**src/core/fss_defines.svh**
```systemverilog
`ifndef FSS_DEFINES_SVH
`define FSS_DEFINES_SVH

// register offsets, as seen by the master's object access
`define FSS_OFS_STATUS_WORD 16'h1b04
`define FSS_OFS_WARN_LATCHED 16'h1c18
`define FSS_OFS_RECENT_CODE 16'h1c1a

// status word bit positions
`define FSS_SW_STATE_LO 0
`define FSS_SW_VOLT_EN 4
`define FSS_SW_STATE_5 5
`define FSS_SW_STATE_6 6
`define FSS_SW_CLASS0 7
`define FSS_SW_PAUSE 8
`define FSS_SW_REMOTE 9
`define FSS_SW_MODE_10 10
`define FSS_SW_RSVD_11 11
`define FSS_SW_MODE_12 12
`define FSS_SW_FAULT 13
`define FSS_SW_MOTION_DONE 14
`define FSS_SW_HOMING_OK 15

// latched warning bits that clear by themselves, and reserved ones
`define FSS_WARN_SELF_CLEAR 16'h2c00
`define FSS_WARN_RSVD 16'h8008

// reset values
`define FSS_ZERO16 16'h0000

`endif

```
**src/core/fss_pkg.sv**
```systemverilog
`default_nettype none
package fss_pkg;

   // application-layer communication states
   typedef enum logic [2:0] {
      FSS_INIT,
      FSS_PREOP,
      FSS_SAFEOP,
      FSS_OP,
      FSS_BOOT
   } fss_state_type;

endpackage
`default_nettype wire

```
**src/core/fss_warn_latch.sv**
```systemverilog
`timescale 1ns/10ps
`default_nettype none
`include "fss_defines.svh"

module fss_warn_latch #(
   parameter int WIDTH = 16
) (
   input wire logic clk,
   input wire logic sys_rst,
   input wire logic clk_en,
   input wire logic [WIDTH-1:0] warn_src,
   input wire logic err_clear,
   input wire logic [15:0] warn_code,
   input wire logic warn_code_vld,
   output logic [WIDTH-1:0] latched_warning_bits,
   output logic [15:0] recent_class0_code
);

   // *****************************************
   // constant masks
   // *****************************************
   localparam logic [WIDTH-1:0] SELF_MASK = WIDTH'(`FSS_WARN_SELF_CLEAR);
   localparam logic [WIDTH-1:0] RSVD_MASK = WIDTH'(`FSS_WARN_RSVD);

   logic [WIDTH-1:0] bits_ff;
   logic [WIDTH-1:0] nxt_bits;
   logic [15:0] code_ff;
   logic [15:0] nxt_code;

   // *****************************************
   // per-bit latch
   // *****************************************
   genvar i;
   generate
      for (i = 0; i < WIDTH; i++) begin : g_bit
         // set beats clear so a fresh warning is never lost
         assign nxt_bits[i] = RSVD_MASK[i] ? 1'b0 :
            warn_src[i] ? 1'b1 :
            (err_clear || SELF_MASK[i]) ? 1'b0 :
            bits_ff[i];
      end
   endgenerate

   // newest code wins over clear; zero means none yet
   assign nxt_code = warn_code_vld ? warn_code :
      err_clear ? `FSS_ZERO16 : code_ff;

   // register stage, frozen while clock enable is low
   always_ff @(posedge clk) begin
      if (sys_rst) begin
         bits_ff <= '0;
         code_ff <= `FSS_ZERO16;
      end else if (clk_en) begin
         bits_ff <= nxt_bits;
         code_ff <= nxt_code;
      end
   end

   assign latched_warning_bits = bits_ff;
   assign recent_class0_code = code_ff;

endmodule // fss_warn_latch
`default_nettype wire

```
**src/core/fss_status_tx.sv**
```systemverilog
`timescale 1ns/10ps
`default_nettype none
`include "fss_defines.svh"

module fss_status_tx (
   input wire logic clk,
   input wire logic sys_rst,
   input wire logic clk_en,
   input wire logic tx_enable,
   input wire logic [15:0] status_now,
   input wire logic tx_ready,
   output logic tx_valid,
   output logic [15:0] tx_word
);

   // *****************************************
   // change-driven sender
   // *****************************************
   logic [15:0] last_ff;
   logic pend_ff;
   logic [15:0] word_ff;
   wire changed = (status_now != last_ff);
   wire fire = pend_ff && tx_ready;

   // compare against last queued value, queue on difference
   always_ff @(posedge clk) begin
      if (sys_rst) begin
         last_ff <= `FSS_ZERO16;
         pend_ff <= 1'b0;
         word_ff <= `FSS_ZERO16;
      end else if (clk_en) begin
         if (!tx_enable) begin
            // no process data outside input update
            pend_ff <= 1'b0;
         end else if (changed && !pend_ff) begin
            pend_ff <= 1'b1;
            word_ff <= status_now;
            last_ff <= status_now;
         end else if (fire) begin
            pend_ff <= 1'b0;
         end
      end
   end

   assign tx_valid = pend_ff;
   assign tx_word = word_ff;

endmodule // fss_status_tx
`default_nettype wire

```
**src/core/fss_top.sv**
```systemverilog
// How it works
// - init: no application exchange with master
// - pre-op: mailbox only, no process data
// - stay pre-op without valid mapping
// - safe-op: send inputs, drop outputs
// - op: send inputs, apply outputs
// - each step runs its local service
// - op to pre-op stops both updates
// - safe-op to init stops inputs, mailbox
// - op to init stops all, mailbox
// - status word sent on change only
// - bit 7 set for class 0 error
// - bit 13 set for class 1-4
// - fixed status word bit layout
// - warning bit latches when source active
// - error clear wipes latched warnings
// - bits 10,11,13 clear on their own
// - warning bit sources, 3 and 15 reserved
// - recent class-0 code kept until clear
`timescale 1ns/10ps
`default_nettype none
`include "fss_defines.svh"

module fss_top (
   input wire logic clk,
   input wire logic sys_rst,
   input wire logic clk_en,
   // state request from the master
   input wire logic req_valid,
   input wire fss_pkg::fss_state_type req_state,
   input wire logic map_valid,
   // process data from and to the master
   input wire logic out_pd_valid,
   input wire logic [15:0] out_pd_data,
   input wire logic [15:0] in_pd_data,
   input wire logic status_ready,
   // drive conditions
   input wire logic [3:0] drv_state_bits,
   input wire logic volt_enabled,
   input wire logic pause_active,
   input wire logic remote,
   input wire logic [1:0] mode_bits,
   input wire logic motion_done,
   input wire logic homing_valid,
   input wire logic class0_active,
   input wire logic fault_active,
   input wire logic [15:0] warn_src,
   input wire logic [15:0] warn_code,
   input wire logic warn_code_vld,
   input wire logic err_clear,
   // register read port
   input wire logic [15:0] reg_addr,
   output logic [15:0] reg_rdata,
   output logic reg_hit,
   // state and services
   output fss_pkg::fss_state_type cur_state,
   output logic mbox_on,
   output logic in_upd_on,
   output logic out_upd_on,
   output logic boot_mode,
   output logic dev_restart,
   output logic req_refused,
   output logic in_pd_valid,
   output logic [15:0] in_pd_word,
   output logic out_apply_valid,
   output logic [15:0] out_apply_data,
   output logic status_valid,
   output logic [15:0] status_word
);

   // *****************************************
   // state register and transition legality
   // *****************************************
   fss_pkg::fss_state_type state_ff;
   fss_pkg::fss_state_type nxt_state;
   logic mbox_ff;
   logic inupd_ff;
   logic outupd_ff;
   logic boot_ff;
   logic restart_ff;
   logic refused_ff;
   logic nxt_mbox;
   logic nxt_inupd;
   logic nxt_outupd;
   logic nxt_restart;

   // legal single steps and the documented shortcuts
   wire from_i = (state_ff == fss_pkg::FSS_INIT);
   wire from_p = (state_ff == fss_pkg::FSS_PREOP);
   wire from_s = (state_ff == fss_pkg::FSS_SAFEOP);
   wire from_o = (state_ff == fss_pkg::FSS_OP);
   wire from_b = (state_ff == fss_pkg::FSS_BOOT);
   wire to_i = (req_state == fss_pkg::FSS_INIT);
   wire to_p = (req_state == fss_pkg::FSS_PREOP);
   wire to_s = (req_state == fss_pkg::FSS_SAFEOP);
   wire to_o = (req_state == fss_pkg::FSS_OP);
   wire to_b = (req_state == fss_pkg::FSS_BOOT);

   wire tr_ip = from_i && to_p;
   wire tr_pi = from_p && to_i;
   wire tr_ps = from_p && to_s && map_valid;
   wire tr_sp = from_s && to_p;
   wire tr_so = from_s && to_o;
   wire tr_os = from_o && to_s;
   wire tr_op = from_o && to_p;
   wire tr_si = from_s && to_i;
   wire tr_oi = from_o && to_i;
   wire tr_ib = from_i && to_b;
   wire tr_bi = from_b && to_i;

   wire legal = tr_ip || tr_pi || tr_ps || tr_sp || tr_so || tr_os ||
      tr_op || tr_si || tr_oi || tr_ib || tr_bi;
   wire take = req_valid && legal;
   wire same = req_valid && (req_state == state_ff);

   // next state follows only legal requests
   assign nxt_state = take ? req_state : state_ff;

   // *****************************************
   // local management services
   // *****************************************
   // mailbox starts on init to pre-op, stops on any entry to init
   assign nxt_mbox = tr_ip ? 1'b1 :
      (tr_pi || tr_si || tr_oi) ? 1'b0 :
      mbox_ff;                                 // keeps it on op to pre-op
   // input update starts on pre-op to safe-op
   assign nxt_inupd = tr_ps ? 1'b1 :
      (tr_sp || tr_op || tr_si || tr_oi) ? 1'b0 :
      inupd_ff;
   // output update starts on safe-op to op
   assign nxt_outupd = tr_so ? 1'b1 :
      (tr_os || tr_op || tr_oi) ? 1'b0 :
      outupd_ff;
   // restart is a one-cycle pulse on leaving bootstrap
   assign nxt_restart = take && tr_bi;

   // state and service flops
   always_ff @(posedge clk) begin
      if (sys_rst) begin
         state_ff <= fss_pkg::FSS_INIT;
         mbox_ff <= 1'b0;
         inupd_ff <= 1'b0;
         outupd_ff <= 1'b0;
         boot_ff <= 1'b0;
         restart_ff <= 1'b0;
         refused_ff <= 1'b0;
      end else if (clk_en) begin
         state_ff <= nxt_state;
         mbox_ff <= take ? nxt_mbox : mbox_ff;
         inupd_ff <= take ? nxt_inupd : inupd_ff;
         outupd_ff <= take ? nxt_outupd : outupd_ff;
         boot_ff <= take ? tr_ib : boot_ff;
         restart_ff <= nxt_restart;
         // a refusal pulses for one cycle
         refused_ff <= req_valid && !legal && !same;
      end
   end

   // *****************************************
   // process data gating
   // *****************************************
   logic in_v_ff;
   logic [15:0] in_d_ff;
   logic out_v_ff;
   logic [15:0] out_d_ff;

   // init and pre-op carry no process data at all
   wire send_inputs = inupd_ff;
   // outputs acted on only in op; safe-op drops them
   wire accept_out = outupd_ff && out_pd_valid;

   // input and output process data stage
   always_ff @(posedge clk) begin
      if (sys_rst) begin
         in_v_ff <= 1'b0;
         in_d_ff <= `FSS_ZERO16;
         out_v_ff <= 1'b0;
         out_d_ff <= `FSS_ZERO16;
      end else if (clk_en) begin
         in_v_ff <= send_inputs;
         in_d_ff <= send_inputs ? in_pd_data : in_d_ff;
         out_v_ff <= accept_out;
         out_d_ff <= accept_out ? out_pd_data : out_d_ff;
      end
   end

   // *****************************************
   // status word assembly
   // *****************************************
   logic [15:0] sw_now;
   always_comb begin
      sw_now = `FSS_ZERO16;
      sw_now[`FSS_SW_STATE_LO +: 4] = drv_state_bits;
      sw_now[`FSS_SW_VOLT_EN] = volt_enabled;
      sw_now[`FSS_SW_STATE_5] = 1'b0;
      sw_now[`FSS_SW_STATE_6] = 1'b0;
      sw_now[`FSS_SW_CLASS0] = class0_active;
      sw_now[`FSS_SW_PAUSE] = pause_active;
      sw_now[`FSS_SW_REMOTE] = remote;
      sw_now[`FSS_SW_MODE_10] = mode_bits[0];
      sw_now[`FSS_SW_RSVD_11] = 1'b0;
      sw_now[`FSS_SW_MODE_12] = mode_bits[1];
      sw_now[`FSS_SW_FAULT] = fault_active;
      sw_now[`FSS_SW_MOTION_DONE] = motion_done;
      sw_now[`FSS_SW_HOMING_OK] = homing_valid;
   end

   // status word register; bits 5,6 left zero as no inputs drive them
   logic [15:0] sw_ff;
   always_ff @(posedge clk) begin
      if (sys_rst) begin
         sw_ff <= `FSS_ZERO16;
      end else if (clk_en) begin
         sw_ff <= sw_now;
      end
   end

   // *****************************************
   // sub-blocks
   // *****************************************
   logic [15:0] warn_bits;
   logic [15:0] last_code;
   logic tx_v;
   logic [15:0] tx_w;

   fss_warn_latch #(
      .WIDTH(16)
   ) u_warn (
      .clk(clk),
      .sys_rst(sys_rst),
      .clk_en(clk_en),
      .warn_src(warn_src),
      .err_clear(err_clear),
      .warn_code(warn_code),
      .warn_code_vld(warn_code_vld),
      .latched_warning_bits(warn_bits),
      .recent_class0_code(last_code)
   );

   // sent only while input update runs
   fss_status_tx u_tx (
      .clk(clk),
      .sys_rst(sys_rst),
      .clk_en(clk_en),
      .tx_enable(inupd_ff),
      .status_now(sw_ff),
      .tx_ready(status_ready),
      .tx_valid(tx_v),
      .tx_word(tx_w)
   );

   // *****************************************
   // register read port
   // *****************************************
   wire hit_sw = (reg_addr == `FSS_OFS_STATUS_WORD);
   wire hit_wl = (reg_addr == `FSS_OFS_WARN_LATCHED);
   wire hit_rc = (reg_addr == `FSS_OFS_RECENT_CODE);
   wire [15:0] rd_mux = hit_sw ? sw_ff : hit_wl ? warn_bits :
      hit_rc ? last_code : `FSS_ZERO16;

   // registered read data, unmapped reads zero with hit low
   logic [15:0] rdata_ff;
   logic hit_ff;
   always_ff @(posedge clk) begin
      if (sys_rst) begin
         rdata_ff <= `FSS_ZERO16;
         hit_ff <= 1'b0;
      end else if (clk_en) begin
         rdata_ff <= rd_mux;
         hit_ff <= hit_sw || hit_wl || hit_rc;
      end
   end

   // *****************************************
   // outputs, all from flops
   // *****************************************
   assign cur_state = state_ff;
   assign mbox_on = mbox_ff;
   assign in_upd_on = inupd_ff;
   assign out_upd_on = outupd_ff;
   assign boot_mode = boot_ff;
   assign dev_restart = restart_ff;
   assign req_refused = refused_ff;
   assign in_pd_valid = in_v_ff;
   assign in_pd_word = in_d_ff;
   assign out_apply_valid = out_v_ff;
   assign out_apply_data = out_d_ff;
   assign status_valid = tx_v;
   assign status_word = tx_w;
   assign reg_rdata = rdata_ff;
   assign reg_hit = hit_ff;

endmodule // fss_top
`default_nettype wire

```
**config.mk**
```make
export PLATFORM = sky130hd
export DESIGN_NAME = fss_top
export DESIGN_NICKNAME = d
export VERILOG_FILES = /design/src/core/fss_pkg.sv /design/src/core/fss_warn_latch.sv /design/src/core/fss_status_tx.sv /design/src/core/fss_top.sv
export VERILOG_INCLUDE_DIRS = /design/src /design/src/core
export SDC_FILE = /design/constraint.sdc
export NUM_CORES = 1
export LEC_CHECK = 0
export ABC_AREA = 1
export BUFFER_PORTS_ARGS = -buffer_cell sky130_fd_sc_hd__buf_2
export CELL_PAD_IN_SITES_DETAIL_PLACEMENT = 1
export CELL_PAD_IN_SITES_GLOBAL_PLACEMENT = 2
export CORE_AREA = 2 2 138 140
export DETAILED_ROUTE_END_ITERATION = 7
export DIE_AREA = 0 0 140 142
export PLACE_DENSITY = 0.82
export SLEW_MARGIN = 25
export SYNTH_ARGS = -nofsm -noshare
export SYNTH_HDL_FRONTEND = slang
export SYNTH_SLANG_ARGS = --single-unit
```
**constraint.sdc**
```tcl
create_clock -name clk -period 3.4 [get_ports clk]
set_input_delay 0.17 -clock clk [delete_from_list [all_inputs] [get_ports clk]]
set_output_delay 0.17 -clock clk [all_outputs]
set_load 0.01 [all_outputs]
```
### Yosys cells after proc, flatten, opt, wreduce, memory -nomap -nowiden

Cells that the tools add are included.

* bits in registers: 117
* input bits: 105
* output and inout port bits: 77
* logic and storage cells: 151

* equal/unequal tests: 14
* muxes and demuxes: 29
* reduce and logical (&&, ||, !) cells: 79

Operator list (number)
* 2-to-1 mux 16 bit: 5
* equality test 16 x 13 -> 1 bit, second input constant: 3
* AND reduction 2 bit: 16
* nonzero test 2 bit: 15
* 2-to-1 mux 1 bit: 24
* logical AND 1 bit: 20
* logical OR 1 bit: 19
* != test 13 bit: 1
* equality test 3 x 2 -> 1 bit, second input constant: 4
* AND reduction 3 bit: 4
* equality test 3 x 1 -> 1 bit, second input constant: 2
* equality test 3 bit, second input constant: 2
* logical NOT 3 bit: 2
* equality test 3 bit: 1
* logical NOT 1 bit: 3
* != test 3 x 1 -> 1 bit, second input constant: 1

### Logic depth before layout (Yosys ltp)

Gate-level depths: netlist of run 1.

* depth after elaboration: 15
* mapped depth: 11
* depth with buffers taken out: 10

### Hierarchy

A second synthesis of run 1 with hierarchy kept.

* cells, all modules: 816
* area, all modules: 5766.8 µm²

By module, submodules not included
* fss_top: instances 1, cells each 490, area an instance 3485.8 µm², sequential area each 1461.4 µm²
* fss_warn_latch: instances 1, cells each 136, area an instance 1158.6 µm², sequential area each 600.6 µm²
* fss_status_tx: instances 1, cells each 190, area an instance 1122.3 µm², sequential area each 340.3 µm²

### Least setup slack after synthesis of run 1

Ideal clock, no wire load.

* kind: register to register
* start: register state_ff[0], in the netlist cur_state[0]
* end: register state_ff[2], in the netlist cur_state[2]
* library setup time: 0.113 ns
* data arrival time: 1.263 ns
* required time: 3.287 ns
* path slack: 2.024 ns
* cell stages (with the launch flop): 10
* buffers on the path: 0
* period minus slack after synthesis: 1.376 ns
* cell sequence: dfxtp_1 > nand2_1 > nor2_2 > nand2_1 > nand2_1 > nor2_4 > a21oi_4 > nand2_1 > nand2_1 > nor2_1

* longest elaborated chain between the ends: 14
* elaborated cells on any way between the ends: 29
* classes of those cells: eq/ne: 4; reduce/logical: 25

Ends and longest elaborated chain
* start: declaration: RTL line fss_top.sv:74 `fss_pkg::fss_state_type state_ff;`
* start signal: assignment: RTL line fss_top.sv:140 `state_ff <= fss_pkg::FSS_INIT;`
* start signal: assignment: RTL line fss_top.sv:148 `state_ff <= nxt_state;`
* equality test 3 x 1 -> 1 bit or logical NOT 3 bit (tied branches): RTL line fss_top.sv:89, fss_top.sv:88
* logical AND 1 bit, on equally long branches: RTL line fss_top.sv:100, fss_top.sv:99, fss_top.sv:101
* logical OR 1 bit or logical AND 1 bit (tied branches): RTL line fss_top.sv:111, fss_top.sv:101
* logical OR 1 bit (5 in series): RTL line fss_top.sv:111 `wire legal = tr_ip || tr_pi || tr_ps || tr_sp || tr_so || tr_os ||`
* logical OR 1 bit (3 in series): RTL line fss_top.sv:112 `tr_op || tr_si || tr_oi || tr_ib || tr_bi;`
* logical OR 1 bit (*): RTL line fss_top.sv:112
* logical AND 1 bit (*): RTL line fss_top.sv:113 `wire take = req_valid && legal;`
* AND reduction 2 bit (no source line) (*)

Every way passes the cells marked *; elsewhere a longest branch is shown, timed or not.
A chain may end at the register's enable or synchronous reset.

### Worst setup path after layout of run 1

* start: register inupd_ff, in the netlist in_upd_on
* end: register u_tx.last_ff[1]

* longest elaborated chain between the ends: 1

Ends and longest elaborated chain
* start: declaration: RTL line fss_top.sv:77 `logic inupd_ff;`
* start signal: assignment: RTL line fss_top.sv:150 `inupd_ff <= take ? nxt_inupd : inupd_ff;`
* AND reduction 3 bit (no source line)
* end signal: assignment: RTL line fss_status_tx.sv:28 `` last_ff <= `FSS_ZERO16; ``
* end signal: assignment: RTL line fss_status_tx.sv:38 `last_ff <= status_now;`
* end: declaration: RTL line fss_status_tx.sv:19 `logic [15:0] last_ff;`

No other way between the ends.

==> summary.md, run 1 <==
| Metric | Value |
|---|---|
| Detailed-route via count | 5280 |
| Required @ worst endpoint | 3700 ps |
| Worst slew margin relative to its limit | approximately 37% |
| Arrival time worst endpoint | approximately 2000 ps |
| Largest net degree at the start of global routing | 50 |
| Skew final | roughly 10 ps |
| Portion of total power attributed to combinational logic | around 8.4% |
| Final wirelength | around 17000 µm |
| Per-cell routed wire length | about 15 µm |
| Most numerous cell in the Yosys netlist | nand2_1 |
| Share of async-settable or async-resettable flops after synthesis | 0% |
| Status | finished with violations |
| Share of synthesized area occupied by flip-flops and latches | 44.8% |
| Total of endpoints with negative setup slack in the final report | 0 |
| Final hold violations | 0 |
| Ys Warns | 0 |
| Final Slew Violations | 0 |
| Kind of start point of the critical path | flip-flop |
| First-pass GRT wire length | around 28000 µm |
| Final weighted congestion in routability-driven placement | approximately 0.84 |
| Fraction of power spent switching nets | 23.5% |
| Area of the mapped netlist | 5220 µm² |
| Endpoint type of the worst setup path | flip-flop |
| Hold path start | warn_code[14] |
| Maximum net fanout on the critical path | 27 |
| Placed wire-length estimate | ~12000 µm |
| Worst Hold Class | input pin to flip-flop |
| Area share of the largest cell type after synthesis | between 40% and 50% |
| Area after detailed placement | about 6200 µm² |
| Primary FF master, synth | dfxtp_1 |
| First element of the critical path | in_upd_on |
| Final design utilization | 38.4% |
| Starting density of the core | about 28% |
| Clk pwr share | 52.3% |
| Minimum period implied by the final worst setup slack | 1690 ps |
| Vert. Die Dim | ~140 µm |
| DR DRC count | 7 |
| CTS clk-pin slew, worst paths | 60 ps |
| Number of port buffers | around 180 |
| Setup repair after global routing missed its margin | no |
| Number of library cell types mapped by synthesis | 34 |
| Internal Dissipation | roughly 0.0028 W |
| Clock Root Buffer | clkbuf_16 |
| Gate count of the mapped netlist | slightly above 700 |
| Vias in the first global route | 5205 |
| Number of buffers added for setup after CTS | 0 |
| Largest buffer count on any clock path | 2 |
| Post-synthesis cell type with the largest combined area | dfxtp_1 |
| Post-cts gate resize count | 0 |
| Worst r2r src | in_upd_on |
| Antenna violations before repair | 1 |
| Power Dens Cells | 515 nW/µm² |
| Top area cells in the synthesized netlist | dfxtp_1 45%, nand2_1 8.6%, a21oi_1 8.0% |
| Initial DRC count | between 200 and 300 |
| Core Rows | 50 |
| Share of the cycle needed by the critical path after routing | 49.6% |
| Maximum capacitance violations | 0 |
| Number of iterations in the first detailed-routing pass | 6 |
| Die width | roughly 140 µm |
| Violations in the final reports | DRC |
| Aggregate global-route resource usage | 17.9% |
| Setup tns final | 0 ps |
| Worst-Skew Late Latency | between 400 and 500 ps |
| Deepest level of the CTS H-tree | 4 |
| Gr ovfl total | 0 |
| Antenna violation net count after detailed routing | 0 |
| Synthesized flop and latch total | roughly 120 |
| Synthesis-to-layout area growth | 35.8% |
| Maximum clock frequency | between 500 and 600 MHz |
| VDD IR max | a little under 400 µV |
| Pleak | 3.12 nW |
| Final net count | around 1000 |
| TritonCTS clock tree | done |
| Critical path start-end classification | flip-flop to flip-flop |
| Number of buffers added by the clock tree synthesis step | 17 |
| Relative contribution of sequential cells to total power | around 40% |
| IO Count | approximately 180 |
| P_sw | between 0.0008 and 0.0009 W |
| Clock sink total | approximately 120 |
| Placeable core area | 18500 µm² |
| Most instantiated cells after synthesis | 119 x nand2_1, 117 x dfxtp_1, 83 x a21oi_1, 80 x nor2_1, 78 x nand3_1 |
| Actual transition at the worst max-transition pin | approximately 940 ps |
| Area of all placed cells without fillers | 7090 µm² |
| Layout cells sized above 1 | 29.8% |
| Number of synthesized flops with an enable pin | 0 |
| Post-Synthesis Mean Instance Area | around 7.3 µm² |
| DR vias/cell | about 4.6 |
| DIE AREA | just under 20000 µm² |
==> power groups by stage <==
stage	combinational (W)	clock [W]	sequential, W
3_3_place_gp	0.000285	0	0.00146
4_1_cts	0.000311	0.00196	0.00144
3_5_place_dp	0.000289	0	0.00147
5_1_grt	0.000347	0.00202	0.00144
2_1_floorplan	0.000163	0	0.00146
6_report	0.000307	0.00191	0.00144
==> critical path, cell delays in order, from the launching register on <==
cell and delay [ps]:
dfxtp_1 410, nand2_2 280, nor2_4 590, nand3_1 150, nand2_1 90, nor2_1 50
==> registers in the layout, indices dropped and copies added, names as in the netlist <==
signal / cells
u_tx.last_ff: 13
in_pd_valid: 1
u_tx.tx_valid: 1
out_apply_data: 16
dev_restart: 1
cur_state: 3
u_warn.latched_warning_bits: 14
sw_ff: 13
u_warn.recent_class0_code: 16
out_upd_on: 1
mbox_on: 1
req_refused: 1
boot_mode: 1
in_upd_on: 1
out_apply_valid: 1
in_pd_word: 16
reg_hit: 1
reg_rdata: 16
==> cell type report <==
type | instances | area (µm²)
well taps | 234 | 293
flip-flops and latches | 117 | 2340
multi-input cells | 496 | 2460
clock buffers | 19 | 453
inverters | 55 | 209
repair buffers | 205 | 1150
fillers | 2327 | 11400
diodes | 1 | 2.50
clock inverters | 13 | 180
==> kinds of logic after synthesis <==
| family | Yosys count | share of synthesized area [%] |
|---|---|---|
| other | 1 | 0.0718 |
| and+or+nand+nor | 303 | 25.5 |
| xor gates and xnor gates | 7 | 1.17 |
| DFF | 117 | 44.8 |
| AOI/OAI and AO/OA | 183 | 20.2 |
| buffers and inverters | 100 | 8.17 |
==> cells in the final DEF, fill, tap and decap left out, drive strengths merged <==
master,netlist,final
a21oi,92,92
a31o,1,1
a41oi,1,1
buf,20,183
bufinv,0,4
clkbuf,25,19
clkinv,1,7
clkinvlp,0,3
conb,1,3
dfxtp,117,117
diode,0,1
dlygate4sd3,0,22
inv,54,54
nand2,124,124
nand3,82,82
nand4,4,4
nor2,90,90
nor3,3,3
o211a,1,1
o211ai,16,16
o21ai,72,72
xnor2,6,6
xor2,1,1
==> metal layers <==
metal	routed length [µm]	GRT usage [%]	vias up
li1	-	-	2720
met1	8030	22.7	2422
met2	8470	29.8	114
met3	602	3.73	24
met4	394	7.39	0
met5	0	0	-
==> worst paths after layout <==
| check | cells past startpoint | endpoint | slack (ps) |
|---|---|---|---|
| max reg2reg | 5 | u_tx.last_ff[1] | 1710 |
| min reg2reg | 2 | out_apply_data[2] | 440 |
| min | 3 | u_warn.recent_class0_code[14] | 20 |
| max | 5 | u_tx.last_ff[1] | 1710 |
==> timing repair <==
action,in CTS,in global routing
setup endpoints to repair,0,0
hold endpoints to repair,22,0
hold buffers,22,0
==> through the flow <==
| stage | instances | power (W) | hold slack (ps) | setup slack [ps] |
|---|---|---|---|---|
| after global placement | 1085 | 0.00175 | 395 | 1540 |
| final | 1140 | 0.00366 | 21.8 | 1710 |
| after floorplan | 713 | 0.00163 | 305 | 2020 |
| after detailed placement | 1085 | 0.00175 | 415 | 1510 |
| after global routing | 1140 | 0.00381 | 20.4 | 1530 |
| after CTS | 1139 | 0.00371 | 1.49 | 1670 |
Power figures use the tool's default switching activity.
==> run 2: changes to the inputs <==
--- a/config.mk
+++ b/config.mk
@@ -10,10 +10,10 @@
 export BUFFER_PORTS_ARGS = -buffer_cell sky130_fd_sc_hd__buf_2
 export CELL_PAD_IN_SITES_DETAIL_PLACEMENT = 1
 export CELL_PAD_IN_SITES_GLOBAL_PLACEMENT = 2
-export CORE_AREA = 2 2 138 140
+export CORE_AREA = 2 2 151 153
 export DETAILED_ROUTE_END_ITERATION = 7
-export DIE_AREA = 0 0 140 142
-export PLACE_DENSITY = 0.82
+export DIE_AREA = 0 0 153 155
+export PLACE_DENSITY = 0.72
 export SLEW_MARGIN = 25
 export SYNTH_ARGS = -nofsm -noshare
 export SYNTH_HDL_FRONTEND = slang
==> constraint.sdc (replaced) <==
create_clock -name clk -period 1.39 [get_ports clk]
set_input_delay 0.0695 -clock clk [delete_from_list [all_inputs] [get_ports clk]]
set_output_delay 0.0695 -clock clk [all_outputs]
set_load 0.01 [all_outputs]
==> summary.md, run 2 (same netlist as run 1, synthesis figures left out) <==
| Metric | Value |
|---|---|
| Synthesis-to-layout area growth | 60.9% (was 35.8%) |
| Highest-count cells in the layout ignoring fill and taps | 176 x buf_2, 110 x dfxtp_1, 105 x nand2_1 (was 176 x buf_2, 119 x nand2_1, 117 x dfxtp_1) |
| Most common cell after layout, fill and taps aside | buf_2 (unchanged) |
| Placeable core area | 22200 µm² (was 18500 µm²) |
| Layout cells sized above 1 | 36.7% (was 29.8%) |
| Number of iterations in the first detailed-routing pass | 4 (was 6) |
| Area of all placed cells without fillers | 8400 µm² (was 7090 µm²) |
| Deepest level of the CTS H-tree | 4 (unchanged) |
| CP max-delay cell | dfxtp_4 (was nor2_4) |
| Final wirelength | 19900 µm (was 17500 µm) |
| Status | finished with violations (unchanged) |
| Aggregate global-route resource usage | 16.3% (was 17.9%) |
| Starting density of the core | 23.5% (was 28.3%) |
| Final Slew Violations | 0 (unchanged) |
| Total of endpoints with negative setup slack in the final report | 8 (was 0) |
| Area after detailed placement | 6680 µm² (was 6240 µm²) |
| Maximum capacitance violations | 0 (unchanged) |
| Clock Root Buffer | clkbuf_16 (unchanged) |
| Skew final | 7.02 ps (was 10.2 ps) |
| Detailed-route via count | 5791 (was 5280) |
| Largest buffer count on any clock path | 2 (unchanged) |
| PnR Total Power | 0.00906 W (was 0.00366 W) |
| Worst-Skew Late Latency | 410 ps (was 420 ps) |
| Antenna violation net count after detailed routing | 0 (unchanged) |
| Placed wire-length estimate | 13400 µm (was 12400 µm) |
| Maximum net fanout on the critical path | 8 (was 27) |
| Depth of the worst register-to-register path | 9 (was 5) |
| Setup slack after placement | -164 ps (was 1510 ps) |
| Footprint of the multi-input gates | 2660 µm² (was 2460 µm²) |
| Clock sink total | 117 (unchanged) |
| DR DRC count | 0 (was 7) |
| Final net count | 1098 (was 997) |
| Setup repair after global routing missed its margin | yes (was no) |
| Final weighted congestion in routability-driven placement | 0.853 (was 0.845) |
| Combined buffer and inverter count along the critical path | 1 (was 0) |
| Initial DRC count | 223 (was 254) |
| Critical register-to-register path endpoint | cur_state[2] (was u_tx.last_ff[1]) |
| Register area | 2360 µm² (was 2340 µm²) |
| Largest net degree at the start of global routing | 49 (was 50) |
| First-pass GRT wire length | 30800 µm (was 27900 µm) |
| Worst slew margin relative to its limit | 59.8% (was 36.9%) |
| Minimum period implied by the final worst setup slack | 1460 ps (was 1690 ps) |
| End point of the worst hold path | sw_ff[0] (was u_warn.recent_class0_code[14]) |
| Worst-path cell chain | buf_4 > nor2_4 > nand2_2 > nand2_2 > nor2_4 > a21oi_4 > nand2_1 > nand2_2 > nor2_1 (was nand2_2 > nor2_4 > nand3_1 > nand2_1 > nor2_1) |
| Worst Hold Class | input pin to flip-flop (unchanged) |
| Pleak | 3.68 nW (was 3.12 nW) |
| Endpoint type of the worst setup path | flip-flop (unchanged) |
| Core Rows | 55 (was 50) |
| Share of the cycle needed by the critical path after routing | 105% (was 49.6%) |
| IO Count | 182 (unchanged) |
| Arrival time worst endpoint | 1760 ps (was 1990 ps) |
| CP top delay family | simple AND/OR/NAND/NOR gates (unchanged) |
| Actual transition at the worst max-transition pin | 603 ps (was 944 ps) |
| Kind of start point of the critical path | flip-flop (unchanged) |
| CP max stage delay | 380 ps (was 590 ps) |
| Worst r2r src | cur_state[2] (was in_upd_on) |
| Vias in the first global route | 5766 (was 5205) |
| Vert. Die Dim | 155 µm (was 142 µm) |
| Required @ worst endpoint | 1690 ps (was 3700 ps) |
| Final hold violations | 0 (unchanged) |
| Number of fill cells | 2712 (was 2327) |
| Per-cell routed wire length | 15.4 µm (was 15.3 µm) |
| Die width | 153 µm (was 140 µm) |
| DR vias/cell | 4.49 (was 4.63) |
| Most frequent CP cell | nand2_2 |
| Antenna diode count | 0 (was 1) |
| VDD IR max | 606 µV (was 396 µV) |
| Violations in the final reports | setup timing (was DRC) |
| Number of port buffers | 176 (unchanged) |
| Critical path start-end classification | flip-flop to flip-flop (unchanged) |
| Setup slack, reg-to-reg | -70 ps (was 1710 ps) |
| Number of buffers added by the clock tree synthesis step | 17 (unchanged) |
| Antenna violations before repair | 0 (was 1) |
| Power Dens Cells | 1080 nW/µm² (was 515 nW/µm²) |
| Maximum clock frequency | 687 MHz (was 593 MHz) |
| CTS clk-pin slew, worst paths | 60 ps (about the same) |
| Hold path start | drv_state_bits[0] (was warn_code[14]) |
| DIE AREA | 23700 µm² (was 19900 µm²) |
| Gr ovfl total | 0 (unchanged) |
| TritonCTS clock tree | done (unchanged) |
| Worst Hold Path Cells | 3 (unchanged) |
| Worst Slack Setup Final | -66.4 ps (was 1710 ps) |
run 2: cell types whose count changed in the layout (fill, tap and decap cells not counted), sizes merged:
cell / before / now
buf: 183 / 230
bufinv: 4 / 3
clkbuf: 19 / 23
clkinv: 7 / 6
clkinvlp: 3 / 2
diode: 1 / 0
dlygate4sd3: 22 / 75
run 2: power by group:
group	switching [W]	internal [W]	leakage [nW]
Clock	0.00157	0.00294	0.299
Combinational	0.000533	0.000506	2.42
Sequential	0.0000630	0.00345	0.957
run 2: repair_timing:
item                                    in CTS  in global routing
endpoints found under the setup margin       7                 26
pin swaps                                    8                 20
hold buffers                                75                  0
gates resized for setup                     21                 52
hold endpoints to repair                    75                  0
buffers inserted                            12                  1
gates cloned                                 0                  2
run 2: routing by layer:
layer	global-route usage (%)	vias up	wire, µm
li1	-	2915	-
met1	21.3	2698	9130
met2	26.2	140	9330
met3	3.40	38	792
met4	7.05	0	643
met5	0	-	0
run 2: area by class of cell:
| type | count | area share (%) |
|---|---|---|
| clock inverter | 10 | 1.52 |
| timing repair buffer | 306 | 26.3 |
| clock buffer | 22 | 5.64 |
| inverter | 55 | 2.62 |
| tap | 285 | 4.24 |
| sequential | 117 | 28.1 |
| multi-input combinational | 496 | 31.6 |
run 2: worst min-delay path, stage by stage:
cell and delay, ps:
buf_2 80, o21ai_0 110, a21oi_1 130
run 2: metrics by stage:
stage / utilization, % / hold WS, ps / setup TNS (ps) / cells
2_1_floorplan: - / 204 / 0 / 713
3_3_place_gp: 30.0 / 301 / -296 / 1169
3_5_place_dp: 30.0 / 306 / -764 / 1169
4_1_cts: 36.8 / 2.11 / -5.02 / 1288
5_1_grt: 37.8 / 54.8 / -2440 / 1291
6_report: 37.8 / 19.7 / -267 / 1291
run 2: how the worst max path moves through the flow:
stage / slack, ps / startpoint / depth (start not counted) / end
finish: -70 / cur_state[2] / 9 / cur_state[2]
global route: -190 / cur_state[2] / 10 / boot_mode
detailed placement: -160 / cur_state[0] / 9 / cur_state[2]
floorplan: 10 / cur_state[0] / 9 / cur_state[2]
global placement: -80 / cur_state[0] / 9 / boot_mode
CTS: -5 / cur_state[1] / 10 / boot_mode
